===== config.mk =====
export PLATFORM = sky130hd
export DESIGN_NAME = cpm_counters
export DESIGN_NICKNAME = d
export VERILOG_FILES = /design/src/rtl/cpm_pkg.sv /design/src/rtl/cpm_tally.sv /design/src/rtl/cpm_counters.sv
export SDC_FILE = /design/constraint.sdc
export NUM_CORES = 1
export LEC_CHECK = 0
export BUFFER_PORTS_ARGS = -buffer_cell sky130_fd_sc_hd__clkbuf_2
export CORE_MARGIN = 1.5
export CORE_UTILIZATION = 31
export DETAILED_ROUTE_END_ITERATION = 8
export GPL_TIMING_DRIVEN = 1
export MAX_ROUTING_LAYER = met4
export PLACE_DENSITY = 0.53
export SYNTH_ARGS = -nofsm -noshare
export SYNTH_HDL_FRONTEND = slang
export SYNTH_SLANG_ARGS = --single-unit

===== constraint.sdc =====
create_clock -name clock_in -period 7.9 [get_ports clock_in]
set_clock_uncertainty 0.1 [all_clocks]
set_input_delay 0.79 -clock clock_in [delete_from_list [all_inputs] [get_ports clock_in]]
set_output_delay 0.79 -clock clock_in [all_outputs]
set_load 0.05 [all_outputs]

===== src/rtl/cpm_pkg.sv =====
/*
 * Package of the core performance counter block: register offsets,
 * control field positions, reset values and the carrier structs.
 * Assumes a single core clock and a word-addressed special register port.
 */
package cpm_pkg;

    // ------------------------------------------------------------
    // Register offsets
    // ------------------------------------------------------------
    localparam logic [15:0] CPM_OFS_CONTROL = 16'hfc00;
    localparam logic [15:0] CPM_OFS_CYCLE = 16'hfc04;
    localparam logic [15:0] CPM_OFS_INSTR = 16'hfc08;
    localparam logic [15:0] CPM_OFS_EVT_ONE = 16'hfc0c;
    localparam logic [15:0] CPM_OFS_EVT_TWO = 16'hfc10;
    localparam logic [15:0] CPM_OFS_EVT_THREE = 16'hfc14;

    // ------------------------------------------------------------
    // Control register fields
    // ------------------------------------------------------------
    localparam int CPM_CTL_MODE_BIT = 0;
    localparam int CPM_CTL_ENABLE_BIT = 1;
    localparam int CPM_CTL_SEL1_LSB = 2;
    localparam int CPM_CTL_SEL2_LSB = 5;
    localparam int CPM_CTL_SEL3_LSB = 8;
    localparam int CPM_CTL_SEL_WIDTH = 3;
    localparam int CPM_CTL_USED_BITS = 11;
    localparam int CPM_WRAP_BIT = 31;
    localparam int CPM_COUNT_WIDTH = 31;
    localparam int CPM_NUM_COUNTERS = 5;
    localparam int CPM_NUM_EVENTS = 8;

    localparam logic [31:0] CPM_CONTROL_RESET = 32'h0000_0000;
    localparam logic [31:0] CPM_TALLY_RESET = 32'h0000_0000;

    typedef enum logic
    {
        CPM_MODE_NORMAL,
        CPM_MODE_TASK
    } cpm_mode_t;

    // Special register access request from the core
    typedef struct packed
    {
        logic wr;
        logic rd;
        logic [15:0] addr;
        logic [31:0] wdata;
    } cpm_sfr_req_t;

    // Per-cycle event feed from pipeline, caches and debug logic
    typedef struct packed
    {
        logic retire;
        logic [CPM_NUM_EVENTS-1:0] evt1;
        logic [CPM_NUM_EVENTS-1:0] evt2;
        logic [CPM_NUM_EVENTS-1:0] evt3;
        logic dbg_start;
        logic dbg_stop;
    } cpm_feed_t;

endpackage : cpm_pkg


===== src/rtl/cpm_tally.sv =====
/*
 * One 31-bit tally with a sticky wrap flag in bit 31.
 * Assumes the caller gates inc_in with the counting condition and only
 * raises wr_in while counting is off.
 */
`timescale 1ns/100ps
`default_nettype none

module cpm_tally
    import cpm_pkg::*;
(
    input wire logic clock_in,
    input wire logic rst_b_in,
    input wire logic inc_in,
    input wire logic wr_in,
    input wire logic [31:0] wdata_in,
    output logic [31:0] value_out
);

    logic [CPM_COUNT_WIDTH-1:0] count_q;
    logic [CPM_COUNT_WIDTH-1:0] count_d;
    logic wrap_q;
    logic wrap_d;
    wire logic at_max;

    // Plain rollover to zero, carry becomes the sticky flag
    assign at_max = &count_q;

    always_comb
    begin
        count_d = count_q;
        wrap_d = wrap_q;
        if (wr_in)
        begin
            count_d = wdata_in[CPM_COUNT_WIDTH-1:0];
            wrap_d = wdata_in[CPM_WRAP_BIT];
        end
        else if (inc_in)
        begin
            count_d = count_q + 31'h1;
            // Only a software write or reset ever lowers the flag
            wrap_d = wrap_q | at_max;
        end
    end

    always_ff @(posedge clock_in or negedge rst_b_in)
    begin
        if (!rst_b_in)
        begin
            count_q <= CPM_TALLY_RESET[CPM_COUNT_WIDTH-1:0];
            wrap_q <= CPM_TALLY_RESET[CPM_WRAP_BIT];
        end
        else
        begin
            count_q <= count_d;
            wrap_q <= wrap_d;
        end
    end

    assign value_out = {wrap_q, count_q};

endmodule // cpm_tally

`default_nettype wire


===== src/rtl/cpm_counters.sv =====
/*
 * Core performance counter unit: control register, cycle, retired
 * instruction and three selectable event tallies on the core special
 * register port.
 * Assumes feed signals and register requests come from logic on clock_in;
 * only rst_b_in is asynchronous and is released through two flip-flops.
 */
// Overview of operation
// - Counting never stalls or alters the processor.
// - Enable bit stops or runs all five.
// - Mode bit 0: normal 0, task 1.
// - One mode bit governs every counter.
// - Normal mode counts whenever enabled.
// - Task mode counts from the debug start cycle.
// - Counting needs enable plus normal mode or an active task window.
// - Tally writes while counting discarded, else stored; control writes always stored.
// - Counters readable at any time.
// - 31-bit counters rolling over to zero.
// - Bit 31 sticky wrap flag.
// - Retired instructions counted from start cycle.
// - Cache misses counted from start cycle.
// - Three 3-bit event select fields.
// - Control bits 31:11 reserved, read zero.
// - Decode control at fc00, tallies to fc14.
// - Cycle per clock, instruction per retire.
// - Only software or reset clears a wrap flag.
`timescale 1ns/100ps
`default_nettype none

module cpm_counters
    import cpm_pkg::*;
#(
    parameter int EVENT_LINES = CPM_NUM_EVENTS
)
(
    input wire logic clock_in,
    input wire logic rst_b_in,
    input wire cpm_sfr_req_t sfr_req_in,
    input wire cpm_feed_t feed_in,
    output logic [31:0] sfr_rdata_out,
    output logic sfr_hit_out,
    output logic counting_out
);

    // ------------------------------------------------------------
    // Elaboration checks
    // ------------------------------------------------------------
    if (EVENT_LINES != (1 << CPM_CTL_SEL_WIDTH))
    begin : g_bad_events
        $error("EVENT_LINES must match the 3-bit event select width");
    end

    // ------------------------------------------------------------
    // Reset release
    // ------------------------------------------------------------
    logic rst_meta_q;
    logic rst_sync_q;

    always_ff @(posedge clock_in or negedge rst_b_in)
    begin
        if (!rst_b_in)
        begin
            rst_meta_q <= 1'b0;
            rst_sync_q <= 1'b0;
        end
        else
        begin
            rst_meta_q <= 1'b1;
            rst_sync_q <= rst_meta_q;
        end
    end

    wire logic rst_b;
    assign rst_b = rst_sync_q;

    // ------------------------------------------------------------
    // Address decode
    // ------------------------------------------------------------
    wire logic sel_ctl;
    wire logic sel_cyc;
    wire logic sel_ins;
    wire logic sel_ev1;
    wire logic sel_ev2;
    wire logic sel_ev3;
    wire logic any_sel;

    assign sel_ctl = sfr_req_in.addr == CPM_OFS_CONTROL;
    assign sel_cyc = sfr_req_in.addr == CPM_OFS_CYCLE;
    assign sel_ins = sfr_req_in.addr == CPM_OFS_INSTR;
    assign sel_ev1 = sfr_req_in.addr == CPM_OFS_EVT_ONE;
    assign sel_ev2 = sfr_req_in.addr == CPM_OFS_EVT_TWO;
    assign sel_ev3 = sfr_req_in.addr == CPM_OFS_EVT_THREE;
    assign any_sel = sel_ctl | sel_cyc | sel_ins | sel_ev1 | sel_ev2 | sel_ev3;

    // ------------------------------------------------------------
    // Control register
    // ------------------------------------------------------------
    logic enable_q;
    cpm_mode_t gating_mode_select_q;
    logic [CPM_CTL_SEL_WIDTH-1:0] event_select_one_q;
    logic [CPM_CTL_SEL_WIDTH-1:0] event_select_two_q;
    logic [CPM_CTL_SEL_WIDTH-1:0] event_select_three_q;
    wire logic ctl_wr;
    wire logic [31:0] ctl_value;

    assign ctl_wr = sfr_req_in.wr & sel_ctl;

    always_ff @(posedge clock_in or negedge rst_b)
    begin
        if (!rst_b)
        begin
            enable_q <= CPM_CONTROL_RESET[CPM_CTL_ENABLE_BIT];
            gating_mode_select_q <= CPM_MODE_NORMAL;
            event_select_one_q <= CPM_CONTROL_RESET[CPM_CTL_SEL1_LSB +: CPM_CTL_SEL_WIDTH];
            event_select_two_q <= CPM_CONTROL_RESET[CPM_CTL_SEL2_LSB +: CPM_CTL_SEL_WIDTH];
            event_select_three_q <= CPM_CONTROL_RESET[CPM_CTL_SEL3_LSB +: CPM_CTL_SEL_WIDTH];
        end
        else if (ctl_wr)
        begin
            enable_q <= sfr_req_in.wdata[CPM_CTL_ENABLE_BIT];
            gating_mode_select_q <= cpm_mode_t'(sfr_req_in.wdata[CPM_CTL_MODE_BIT]);
            event_select_one_q <= sfr_req_in.wdata[CPM_CTL_SEL1_LSB +: CPM_CTL_SEL_WIDTH];
            event_select_two_q <= sfr_req_in.wdata[CPM_CTL_SEL2_LSB +: CPM_CTL_SEL_WIDTH];
            event_select_three_q <= sfr_req_in.wdata[CPM_CTL_SEL3_LSB +: CPM_CTL_SEL_WIDTH];
        end
    end

    // Reserved upper bits always read as zero
    assign ctl_value = {{(32 - CPM_CTL_USED_BITS){1'b0}},
                        event_select_three_q,
                        event_select_two_q,
                        event_select_one_q,
                        enable_q,
                        gating_mode_select_q};

    // ------------------------------------------------------------
    // Task window
    // ------------------------------------------------------------
    // Start wins over a stop seen in the same cycle, so no start is lost
    logic window_q;

    always_ff @(posedge clock_in or negedge rst_b)
    begin
        if (!rst_b)
        begin
            window_q <= 1'b0;
        end
        else if (feed_in.dbg_start)
        begin
            window_q <= 1'b1;
        end
        else if (feed_in.dbg_stop)
        begin
            window_q <= 1'b0;
        end
    end

    // ------------------------------------------------------------
    // Counting condition
    // ------------------------------------------------------------
    // Start pulse counts in its own cycle, not one late
    wire logic mode_active;
    wire logic counting;

    assign mode_active = (gating_mode_select_q == CPM_MODE_NORMAL)
                       | window_q | feed_in.dbg_start;
    assign counting = enable_q & mode_active;

    // ------------------------------------------------------------
    // Increment selection
    // ------------------------------------------------------------
    // Event streams are only observed; nothing here feeds back to the core
    wire logic [CPM_NUM_COUNTERS-1:0] inc;
    wire logic [CPM_NUM_COUNTERS-1:0] wr;
    wire logic [CPM_NUM_COUNTERS-1:0] sel_cnt;

    assign inc[0] = counting;
    assign inc[1] = counting & feed_in.retire;
    assign inc[2] = counting & feed_in.evt1[event_select_one_q];
    assign inc[3] = counting & feed_in.evt2[event_select_two_q];
    assign inc[4] = counting & feed_in.evt3[event_select_three_q];

    assign sel_cnt = {sel_ev3, sel_ev2, sel_ev1, sel_ins, sel_cyc};

    // Writes are dropped while counting so a tally never jumps mid-measure
    assign wr = {CPM_NUM_COUNTERS{sfr_req_in.wr & ~counting}} & sel_cnt;

    // ------------------------------------------------------------
    // Tallies
    // ------------------------------------------------------------
    logic [31:0] tally_value [CPM_NUM_COUNTERS];

    for (genvar i = 0; i < CPM_NUM_COUNTERS; i++)
    begin : g_tally
        cpm_tally u_tally
        (
            .clock_in(clock_in),
            .rst_b_in(rst_b),
            .inc_in(inc[i]),
            .wr_in(wr[i]),
            .wdata_in(sfr_req_in.wdata),
            .value_out(tally_value[i])
        );
    end

    // ------------------------------------------------------------
    // Read path
    // ------------------------------------------------------------
    wire logic [31:0] rd_mux;

    assign rd_mux = sel_ctl ? ctl_value :
                    sel_cyc ? tally_value[0] :
                    sel_ins ? tally_value[1] :
                    sel_ev1 ? tally_value[2] :
                    sel_ev2 ? tally_value[3] :
                    sel_ev3 ? tally_value[4] :
                    32'h0000_0000;

    logic [31:0] rdata_q;
    logic hit_q;

    always_ff @(posedge clock_in or negedge rst_b)
    begin
        if (!rst_b)
        begin
            rdata_q <= 32'h0000_0000;
            hit_q <= 1'b0;
        end
        else
        begin
            rdata_q <= sfr_req_in.rd ? rd_mux : 32'h0000_0000;
            hit_q <= (sfr_req_in.rd | sfr_req_in.wr) & any_sel;
        end
    end

    assign sfr_rdata_out = rdata_q;
    assign sfr_hit_out = hit_q;
    assign counting_out = counting;

endmodule // cpm_counters

`default_nettype wire


======== Word-level counts from Yosys, hierarchy flattened ========
Cells that the tools add are included.
cells by class
  reduce and logical (&&, ||, !) cells .... 11
  add/sub/neg operators ................... 5
  muxes and demuxes ....................... 35
  bitwise operators ....................... 24
  equality and inequality tests ........... 6
  magnitude comparators ................... 3
operators with widths
  kind                                                                          count
  31-bit two-way mux                                                            10
  32-bit two-way mux                                                            7
  31-bit by 1-bit adder with 31-bit output, second input constant               5
  31-bit AND reduction                                                          5
  16-bit equality test, second input constant                                   6
  1-bit two-way mux                                                             15
  1-bit OR                                                                      13
  3-bit by 4-bit less-than comparator with 1-bit output, second input constant  3
  2-bit nonzero test                                                            6
  1-bit binary-select mux with 3-bit select                                     3
  1-bit AND                                                                     8
  5-bit AND                                                                     1
  1-bit inverter                                                                2
storage, ports and cells
  logic and storage cells ................. 104
  input bits .............................. 79
  register bits ........................... 207
  output and inout bits ................... 34

======== Depth between registers and ports, before layout ========
Gate-level depths: netlist of the first run.
  word-level depth ........................ 8
  depth in mapped cells ................... 9
  mapped depth without buffers ............ 7

======== Modules after synthesis ========
A second synthesis of the first run with hierarchy kept.
unflattened totals
  cells, all modules ...................... 1444
  area, all modules ....................... 12799.8 µm²
modules (own cells, without submodules)
  module        sequential area each (µm²)  cells an instance  times used  area each (µm²)
  cpm_tally     800.8                       218                5           1890.6
  cpm_counters  1176.1                      354                1           3347.0

======== Worst setup path after synthesis of the first run ========
No wires, ideal clock.
  path kind ............................... in2reg
  start ................................... in sfr_req_in[37] (netlist bit)
  end ..................................... reg g_tally[4].u_tally.count_q[15]
  buffers on the path ..................... 2
  cell stages on the path ................. 8
  required time ........................... 7662 ps
  library setup time ...................... 138 ps
  slack ................................... 5236 ps
  arrival time ............................ 2426 ps
  cell sequence ........................... or4b_4 -> nor4_4 -> and2_1 -> buf_4 -> nor2_2 -> buf_2 -> o21ai_1 -> o211ai_1
on the way
  longest elaborated chain between the ends .. 3
  elaborated cells between the ends (all ways) .. 4
  those cells by class .................... eq/ne: 1; mux: 1; bitwise: 1; reduce/logical: 1
ends and longest elaborated chain
  item                                                             RTL line             RTL
  start, declared                                                  cpm_counters.sv:38   input wire cpm_sfr_req_t sfr_req_in,
  16-bit equality test (*)                                         cpm_counters.sv:92   assign sel_ev3 = sfr_req_in.addr == CPM_OFS_EVT_THREE;
  5-bit AND (*)                                                    cpm_counters.sv:186  assign wr = {CPM_NUM_COUNTERS{sfr_req_in.wr & ~counting}} & sel_cnt;
  31-bit two-way mux / 2-bit nonzero test (equally long branches)  --
  end signal, assigned                                             cpm_tally.sv:50      count_q <= CPM_TALLY_RESET[CPM_COUNT_WIDTH-1:0];
  end signal, assigned                                             cpm_tally.sv:55      count_q <= count_d;
  end, declared                                                    cpm_tally.sv:20      logic [CPM_COUNT_WIDTH-1:0] count_q;
Every way passes the cells marked *; elsewhere a longest branch is shown, timed or not.
A chain may end at the register's enable or synchronous reset.

======== Final worst setup path of the first run ========
  start ................................... in sfr_req_in[36] (netlist bit)
  end ..................................... reg rdata_q[5] (netlist: sfr_rdata_out[5])
on the way
  longest elaborated chain between the ends .. 8
  elaborated cells between the ends (all ways) .. 13
  those cells by class .................... eq/ne: 6; mux: 7
ends and longest elaborated chain
  item                    RTL line             RTL
  16-bit equality test    cpm_counters.sv:92
  32-bit two-way mux      cpm_counters.sv:216  sel_ev3 ? tally_value[4] :
  32-bit two-way mux      cpm_counters.sv:215  sel_ev2 ? tally_value[3] :
  32-bit two-way mux      cpm_counters.sv:214  sel_ev1 ? tally_value[2] :
  32-bit two-way mux      cpm_counters.sv:213  sel_ins ? tally_value[1] :
  32-bit two-way mux      cpm_counters.sv:212  sel_cyc ? tally_value[0] :
  32-bit two-way mux (*)  cpm_counters.sv:211  assign rd_mux = sel_ctl ? ctl_value :
  32-bit two-way mux (*)  cpm_counters.sv:231  rdata_q <= sfr_req_in.rd ? rd_mux : 32'h0000_0000;
  end signal, assigned    cpm_counters.sv:231
  end, declared           cpm_counters.sv:219  logic [31:0] rdata_q;
Marked as above.

==> results of run 1 <==
-- per-stage QoR --
step	setup WS (ps)	total power, mW	util, %
finish	4568	2.432	36.04
global route	4315	2.490	36.04
CTS	4663	2.451	36.03
detailed placement	4070	1.186	33.80
global placement	4144	1.186	33.80
floorplan	1605	1.119	-
-- cell usage in the layout (no fill, tap or decap), types with 13 or more instances in the layout --
cell and count:
buf_4 14, a21oi_1 75, nor3_1 57, a221o_1 14, a31oi_1 30, o211ai_1 32
nor4_1 15, dfrtp_1 206, and3_1 29, xor2_1 29, xnor2_1 20, nand2_1 212
nand4_1 40, clkbuf_2 112, mux2_2 27, o21ai_1 37, mux2i_1 13, inv_1 25
or3_1 13, and2_1 22, a22oi_1 14, o21ai_0 86, clkbuf_16 25, nand3_1 79
nor2_1 116
-- what timing repair did --
| item | in CTS | in global routing |
|---|---|---|
| endpoints found under the hold margin | 2 | 0 |
| setup buffers | 0 | 0 |
| hold buffers | 1 | 0 |
-- layout make-up --
cell class / count / area (sq um)
fill: 4110 / 25350
inverter: 27 / 101.3
sequential: 207 / 5184
antenna: 1 / 2.502
clock buffer: 31 / 688.2
tap: 525 / 656.9
timing repair buffer: 128 / 695.7
multi-input combinational: 1138 / 6769
clock inverter: 10 / 188.9
-- state kept, by name, indices dropped and copies added (netlist names) --
register and count:
event_select_three_q 3, enable_q 1, event_select_two_q 3, sfr_hit_out 1
g_tally.u_tally.count_q 155, gating_mode_select_q 1, event_select_one_q 3, rst_b 1
sfr_rdata_out 32, rst_meta_q 1, g_tally.u_tally.wrap_q 5, window_q 1
-- cell families (layout without fill, tap and decap cells) --
group | after synthesis | in the layout | synth area share, %
and+or+nand+nor | 652 | 652 | 26.27
AOI/OAI and AO/OA | 391 | 391 | 20.61
DFF | 207 | 207 | 41.69
buffers and inverters | 116 | 196 | 3.947
xor gates and xnor gates | 49 | 49 | 3.454
muxes | 40 | 40 | 3.494
adders and majority gates | 5 | 5 | 0.5035
other | 1 | 2 | 0.03018
-- synth_stat cells (14+ instances only) --
| cell | n |
|---|---|
| buf_2 | 29 |
| nand3_1 | 79 |
| a31oi_1 | 30 |
| nor2_1 | 116 |
| nand4_1 | 40 |
| o21ai_1 | 37 |
| nand2_1 | 212 |
| xor2_1 | 29 |
| a22oi_1 | 14 |
| and3_1 | 29 |
| and2_1 | 22 |
| mux2_2 | 27 |
| clkbuf_1 | 55 |
| o21ai_0 | 86 |
| nor4_1 | 15 |
| inv_1 | 25 |
| a221o_1 | 14 |
| o211ai_1 | 32 |
| nor3_1 | 58 |
| a21oi_1 | 75 |
| dfrtp_1 | 207 |
| xnor2_1 | 20 |
-- layer usage --
layer	track usage, %	part of all wire (%)	wire length (um)	vias to the layer above
met2	35.82	44	21050	560
met3	4.075	7.4	3536	122
met4	10.24	4.7	2256	0
met1	32.13	44	21150	5914
li1	-	-	-	5541
met5	-	0	0	-
-- report_power, final --
part           total (mW)  switching (mW)  internal, mW
clock                1.27           0.490         0.776
sequential           1.07         0.00626          1.06
combinational      0.0967          0.0725        0.0243
-- worst max path at each step --
stage | endpoint | slack, ps | depth (start not counted)
6_report | sfr_rdata_out[5]$_DFF_PN0_ | 4570 | 7
5_1_grt | g_tally[2].u_tally.count_q[30]$_DFFE_PN0P_ | 4310 | 8
4_1_cts | g_tally[2].u_tally.count_q[20]$_DFFE_PN0P_ | 4660 | 8
3_5_place_dp | g_tally[2].u_tally.count_q[11]$_DFFE_PN0P_ | 4070 | 8
3_3_place_gp | sfr_rdata_out[17]$_DFF_PN0_ | 4140 | 6
2_1_floorplan | enable_q$_DFFE_PN0P_ | 1600 | 0
-- worst max-delay path, stage by stage --
cell      delay, ps
clkbuf_2        300
nor4b_2         410
nand4_1         620
nor2_1          780
a221o_1         270
o211ai_1        110
a21oi_1         350
==> flow_summary.yaml, run 1 <==
outcome:
  status: "completed"
cts:
  numCtsBuffers: 25
  cts.clk_slew.worst_paths_ps: 60
  clock-sinks: 207
  root_buffer: "clkbuf_16"
  cts_tree: "done"
  cts-resized-gates: 0
  htreeDepth: 1
  clk_latency_ps: 550
  clockBufferDepth: 3
synthesis:
  netlist_area_sq_um: 12430
  synth-main-ff-cell: "dfrtp_1"
  ys_types: 81
  synthTopCellsByArea: "dfrtp_1 42%, nand2_1 6.4%, nor2_1 3.5%"
  yosys.area.top_type: "dfrtp_1"
  yosys_warnings: 0
  netlist.area_leader.share_pct: 41.69
  syn_inst: 1461
  synth_edf_count: 0
  ys_seq_area_share_pct: 41.69
  synth.avg_cell_area_sq_um: 8.505
  ys_ff_latch: 207
  synthArstFlopShare_pct: 100.0
  syn_nets: 1545
detailed_routing:
  viasPerCell: 5.872
  routed_wl_um: 47990
  ant_nets: 0
  detail_route.iter0.violations: 1239
  wire_per_inst_um: 23.22
  drc_errors: 0
  drtPass1Iterations: 7
  via_count: 12137
setup_path:
  startpoint_type: "input pin"
  rr_startpoint: "window_q$_DFFE_PN0P_"
  endpoint_kind: "flip-flop"
  ff2ff_path_depth: 8
  worstPathArrival_ps: 3640
  crit_fanout: 22
  r2r_slack_ps: 4750
  r2r_end: "g_tally[3].u_tally.count_q[18]$_DFFE_PN0P_"
  crit_start: "sfr_req_in[36]"
  path_class: "input pin to flip-flop"
  critPathRequiredTime_ps: 8210
timing:
  relSlewSlack_pct: 18.28
  tightestPinTransition_ps: 1226
  fmax_mhz: 300.1
  report.final.slew_viol_count: 0
  final-setup-viol-count: 0
  post-route-min-period_ps: 3332
  period_share_pct: 42.18
  hold_ws_ps: 254.5
  setup_tns_ps: 0
  hold_viol: 0
  rsz0062_at_grt: "no"
pwr:
  ir_drop_mv: 0.1132
  powerDensity_nw_per_um2: 170.2
  p_leak_nw: 6.013
global_routing:
  grt_antenna_before_repair: 1
  grt_max_degree: 161
  grt_pass1_wl_um: 73350
  grt_use_total_pct: 24.03
  grt_overflow_total: 0
  grt_pass1_vias: 11633
flow_run:
  maxCapViolCount: 0
layout:
  drive_above_1_share_pct: 14.67
  area_delta_synth_final_pct: 14.97
  stdcell_count: 2067
  nets: 1611
  fin_area_sq_um: 14290
placed_design:
  placed_cell_area_sq_um: 13400
  dp.cells: 2024
  hpwl_um: 35160
  place_congestion: 0.9782
  port-buffer-count: 112
floorplan:
  die_area_sq_um: 41290
  chipWidth_um: 203.2
  die_h_um: 203.2
  initial_core_util_pct: 31.35
  rows: 73
  pin_count: 113
  core_region_area_sq_um: 39640
worst_hold_path:
  hp-start: "rst_meta_q$_DFF_PN0_"
  holdPathStages: 0
  hold_end: "rst_b$_DFF_PN0_"
  hp-class: "flip-flop to flip-flop"
No activity file was read; power rests on OpenSTA's default activity.
==> run 2: changes to the inputs <==
==> constraint.sdc (replaced) <==
create_clock -name clock_in -period 3.44 [get_ports clock_in]
set_clock_uncertainty 0.1 [all_clocks]
set_input_delay 0.344 -clock clock_in [delete_from_list [all_inputs] [get_ports clock_in]]
set_output_delay 0.344 -clock clock_in [all_outputs]
set_load 0.05 [all_outputs]
==> flow_summary.yaml, run 2 (synthesis gave the netlist of run 1 again) <==
setup_path:
  critPathMaxStageDelay_ps: 870
  path_class: "flip-flop to flip-flop"
  critPathRequiredTime_ps: 3830
  crit_chain: "or3b_1, nand2_2, inv_2, and3_1, nand2_1, or3_1, nand3_1"
  r2r_slack_ps: 320
  worstPathArrival_ps: 3510
  endpoint_kind: "flip-flop"
  cpMaxStageDelayCell: "and3_1"
  startpoint_type: "flip-flop"
  crit_fanout: 21
cts:
  clk_latency_ps: 550
  cts.clk_slew.worst_paths_ps: 60
  cts_tree: "done"
  root_buffer: "clkbuf_16"
  clockBufferDepth: 3
  htreeDepth: 1
  cts_hold_buf: 5
  numCtsBuffers: 26
  cts_setup_buffers: 0
  clock-sinks: 207
  cts-resized-gates: 0
global_routing:
  grt_antenna_before_repair: 1
  grt_pass1_vias: 11700
  grt_overflow_total: 0
  grt_max_degree: 63
  grt_use_total_pct: 24.78
  grt_pass1_wl_um: 75220
floorplan:
  die_h_um: 203.2
  initial_core_util_pct: 31.35
  core_region_area_sq_um: 39640
  rows: 73
  chipWidth_um: 203.2
  die_area_sq_um: 41290
  pin_count: 113
timing:
  relSlewSlack_pct: 26.65
  fmax_mhz: 320.9
  period_share_pct: 90.59
  setup_tns_ps: 0
  setup_ws_ps: 323.6
  hold_viol: 0
  tightestPinTransition_ps: 1099
  rsz0062_at_grt: "no"
  post-route-min-period_ps: 3116
  hold_ws_ps: 29.12
  report.final.slew_viol_count: 0
  final-setup-viol-count: 0
layout:
  final_cell_mix: "212 x nand2_1, 206 x dfrtp_1, 116 x nor2_1, 112 x clkbuf_2, 86 x o21ai_0"
  largest_register_ffs: 155
  drive_above_1_share_pct: 15.99
  fill_cells: 4155
  area_delta_synth_final_pct: 16.82
  fin_util_pct: 36.62
  final_common_cell: "nand2_1"
  stdcell_count: 2096
  fin_area_sq_um: 14520
  nets: 1637
  regMostFlops: "g_tally.u_tally.count_q"
detailed_routing:
  wire_per_inst_um: 23.86
  drc_errors: 0
  routed_wl_um: 50020
  ant_nets: 0
  via_count: 12281
  drtPass1Iterations: 8
  detail_route.iter0.violations: 1123
  viasPerCell: 5.859
pwr:
  powerDensity_nw_per_um2: 386.2
  p_seq_share_pct: 43.7
  pwr-share-clk_pct: 51.9
  ir_drop_mv: 0.3324
  sw_frac_of_total_pct: 23.75
  power.total_mw: 5.606
  p_leak_nw: 6.170
  p_int_mw: 4.274
  combPwrFrac_pct: 4.3
  power.switching_mw: 1.332
placed_design:
  dp_slack_ps: 456.9
  placed_cell_area_sq_um: 13570
  hpwl_um: 36760
  dp.cells: 2045
  place_congestion: 0.9111
  port-buffer-count: 112
worst_hold_path:
  hp-class: "input pin to asynchronous set/reset pin"
outcome:
  status: "completed"
flow_run:
  maxCapViolCount: 0
-- run 2: changes by cell type in the layout (fill, tap and decap cells not counted), sizes merged --
cell / previous run / this run
clkinv: 1 / 7
buf: 15 / 36
inv: 27 / 26
dlygate4sd3: 1 / 5
clkbuf: 143 / 148
clkinvlp: 4 / 0
bufinv: 5 / 3
-- run 2: worst max-delay path, delay by kind of cell, from the launching register on --
family	cells	cell delay [ps]
buf+inv	1	310
flops	1	390
simple gates	6	2220
-- run 2: area by class of cell --
| cell class | count | area [sq um] | area share (%) |
|---|---|---|---|
| antenna | 1 | 2.502 | 0.01724 |
| sequential | 207 | 5184 | 35.71 |
| multi-input combinational | 1138 | 6775 | 46.68 |
| clock inverter | 9 | 120.1 | 0.8275 |
| inverter | 27 | 101.3 | 0.6982 |
| timing repair buffer | 153 | 905.9 | 6.241 |
| tap | 525 | 656.9 | 4.525 |
| clock buffer | 36 | 769.5 | 5.301 |
-- run 2: routing by layer --
metal | GRT usage (%) | vias up | part of all wire (%)
li1 | - | 5599 | -
met3 | 2.956 | 90 | 5.5
met1 | 33.18 | 6119 | 45
met2 | 39.29 | 473 | 46
met4 | 7.434 | 0 | 3.2
met5 | - | - | 0
-- run 2: power by group through the flow --
| stage | clock, mW | sequential, mW | combinational (mW) |
|---|---|---|---|
| 3_5_place_dp | 0 | 2.50 | 0.241 |
| 5_1_grt | 3.04 | 2.45 | 0.258 |
| 2_1_floorplan | 0 | 2.52 | 0.0512 |
| 4_1_cts | 2.94 | 2.45 | 0.246 |
| 3_3_place_gp | 0 | 2.50 | 0.242 |
| 6_report | 2.91 | 2.45 | 0.244 |
-- run 2: path summary, 6_finish.rpt --
kind,from,end,depth (start not counted)
min,rst_b_in,rst_b$_DFF_PN0_,2
max,gating_mode_select_q$_DFFE_PN0P_,g_tally[3].u_tally.count_q[25]$_DFFE_PN0P_,7
min in group clock_in,sfr_req_in[31],g_tally[1].u_tally.wrap_q$_DFFE_PN0P_,3
max in group asynchronous,rst_b$_DFF_PN0_,g_tally[4].u_tally.count_q[3]$_DFFE_PN0P_,1
max reg2reg,gating_mode_select_q$_DFFE_PN0P_,g_tally[3].u_tally.count_q[25]$_DFFE_PN0P_,7
min reg2reg,rst_b$_DFF_PN0_,g_tally[1].u_tally.count_q[8]$_DFFE_PN0P_,0
==> run 3: changes to the inputs <==
--- a/config.mk
+++ b/config.mk
@@ -8,6 +8,7 @@
 export BUFFER_PORTS_ARGS = -buffer_cell sky130_fd_sc_hd__clkbuf_2
 export CORE_MARGIN = 1.5
 export CORE_UTILIZATION = 31
+export CTS_BUF_LIST = sky130_fd_sc_hd__clkbuf_16
 export DETAILED_ROUTE_END_ITERATION = 8
 export GPL_TIMING_DRIVEN = 1
 export MAX_ROUTING_LAYER = met4
==> flow_summary.yaml, run 3 (synthesis gave the netlist of run 1 again) <==
setup_path:
  ff2ff_path_depth: 7
  endpoint_kind: "flip-flop"
  critPathCapture: "g_tally[3].u_tally.count_q[25]$_DFFE_PN0P_"
  critPathMaxStageDelay_ps: 880
  r2r_slack_ps: 290
  crit_fanout: 21
  crit_start: "gating_mode_select_q$_DFFE_PN0P_"
  path_class: "flip-flop to flip-flop"
  startpoint_type: "flip-flop"
  crit_chain: "or3b_1, nand2_2, inv_2, and3_1, nand2_1, or3_1, nand3_1"
  path_buf_inv: 1
  worstPathArrival_ps: 3540
  critPathRequiredTime_ps: 3830
  cp.depth: 7
  rr_startpoint: "gating_mode_select_q$_DFFE_PN0P_"
  cpMaxStageDelayCell: "and3_1"
  r2r_end: "g_tally[3].u_tally.count_q[25]$_DFFE_PN0P_"
  crit_family: "simple AND/OR/NAND/NOR gates"
global_routing:
  grt_overflow_total: 0
  grt_pass1_wl_um: 75200
  grt_use_total_pct: 24.77
  grt_max_degree: 63
  grt_antenna_before_repair: 1
  grt_pass1_vias: 11733
floorplan:
  chipWidth_um: 203.2
  rows: 73
  core_region_area_sq_um: 39640
  pin_count: 113
  die_area_sq_um: 41290
  die_h_um: 203.2
  initial_core_util_pct: 31.35
pwr:
  powerDensity_nw_per_um2: 377.6
  power.total_mw: 5.458
  p_leak_nw: 6.148
  ir_drop_mv: 0.3310
cts:
  clock-sinks: 207
  cts.clk_slew.worst_paths_ps: 60
  cts_hold_buf: 5
  cts-resized-gates: 0
  root_buffer: "clkbuf_16"
  numCtsBuffers: 26
  clk_latency_ps: 550
  cts_tree: "done"
  htreeDepth: 1
  cts_setup_buffers: 0
  clockBufferDepth: 3
detailed_routing:
  detail_route.iter0.violations: 1143
  ant_nets: 0
  wire_per_inst_um: 23.87
  drtPass1Iterations: 8
  drc_errors: 0
  via_count: 12280
  viasPerCell: 5.859
  routed_wl_um: 50020
timing:
  setup_ws_ps: 288.2
  tightestPinTransition_ps: 1111
  final-setup-viol-count: 0
  report.final.slew_viol_count: 0
  period_share_pct: 91.62
  hold_viol: 0
  fmax_mhz: 317.3
  setup_tns_ps: 0
  post-route-min-period_ps: 3152
  relSlewSlack_pct: 25.86
  hold_ws_ps: 31.77
  rsz0062_at_grt: "no"
placed_design:
  placed_cell_area_sq_um: 13570
  place_congestion: 0.9111
  dp_slack_ps: 456.9
  hpwl_um: 36760
  port-buffer-count: 112
  dp.cells: 2045
layout:
  regMostFlops: "g_tally.u_tally.count_q"
  fin_util_pct: 36.47
  largest_register_ffs: 155
  fin_area_sq_um: 14460
  final_common_cell: "nand2_1"
  drive_above_1_share_pct: 15.61
  stdcell_count: 2096
  area_delta_synth_final_pct: 16.33
  fill_cells: 4156
  final_cell_mix: "212 x nand2_1, 206 x dfrtp_1, 116 x nor2_1, 112 x clkbuf_2, 86 x o21ai_0"
  nets: 1637
  multi_input_area_sq_um: 6775
  seqCellArea_sq_um: 5184
flow_run:
  maxCapViolCount: 0
worst_hold_path:
  hp-class: "input pin to asynchronous set/reset pin"
outcome:
  status: "completed"
run 3: where the power goes:
| part | leakage [nW] | internal [mW] | total (mW) | switching (mW) |
|---|---|---|---|---|
| Clock | 0.424 | 1.63 | 2.76 | 1.14 |
| Combinational | 2.86 | 0.0650 | 0.244 | 0.179 |
| Sequential | 2.87 | 2.44 | 2.45 | 0.0125 |
| Total | 6.15 | 4.13 | 5.46 | 1.33 |
run 3: area by class of cell:
type                    instances  area share [%]
inverters                      27          0.7011
flip-flops and latches        207           35.86
well taps                     525           4.544
clock inverters                18           1.065
diodes                          1         0.01731
repair buffers                153           6.267
clock buffers                  27           4.674
multi-input cells            1138           46.87
run 3: metal layers:
| layer | vias up | track usage (%) | share of wire [%] |
|---|---|---|---|
| li1 | 5590 | - | - |
| met2 | 458 | 39.15 | 46 |
| met4 | 0 | 7.672 | 3.5 |
| met5 | - | - | 0 |
| met3 | 100 | 2.988 | 5.5 |
| met1 | 6132 | 33.14 | 45 |
run 3: how the worst min path moves through the flow:
stage                           end  slack, ps
2_1_floorplan  rst_meta_q$_DFF_PN0_        -50
3_3_place_gp   rst_meta_q$_DFF_PN0_         30
3_5_place_dp   rst_meta_q$_DFF_PN0_         30
4_1_cts             rst_b$_DFF_PN0_         30
5_1_grt        rst_meta_q$_DFF_PN0_         40
6_report            rst_b$_DFF_PN0_         30
run 3: worst reg2reg max path: stages, from the launching register on:
cell and delay, ps:
dfrtp_1 400, or3b_1 370, nand2_2 290, inv_2 320
and3_1 890, nand2_1 280, or3_1 380, nand3_1 80
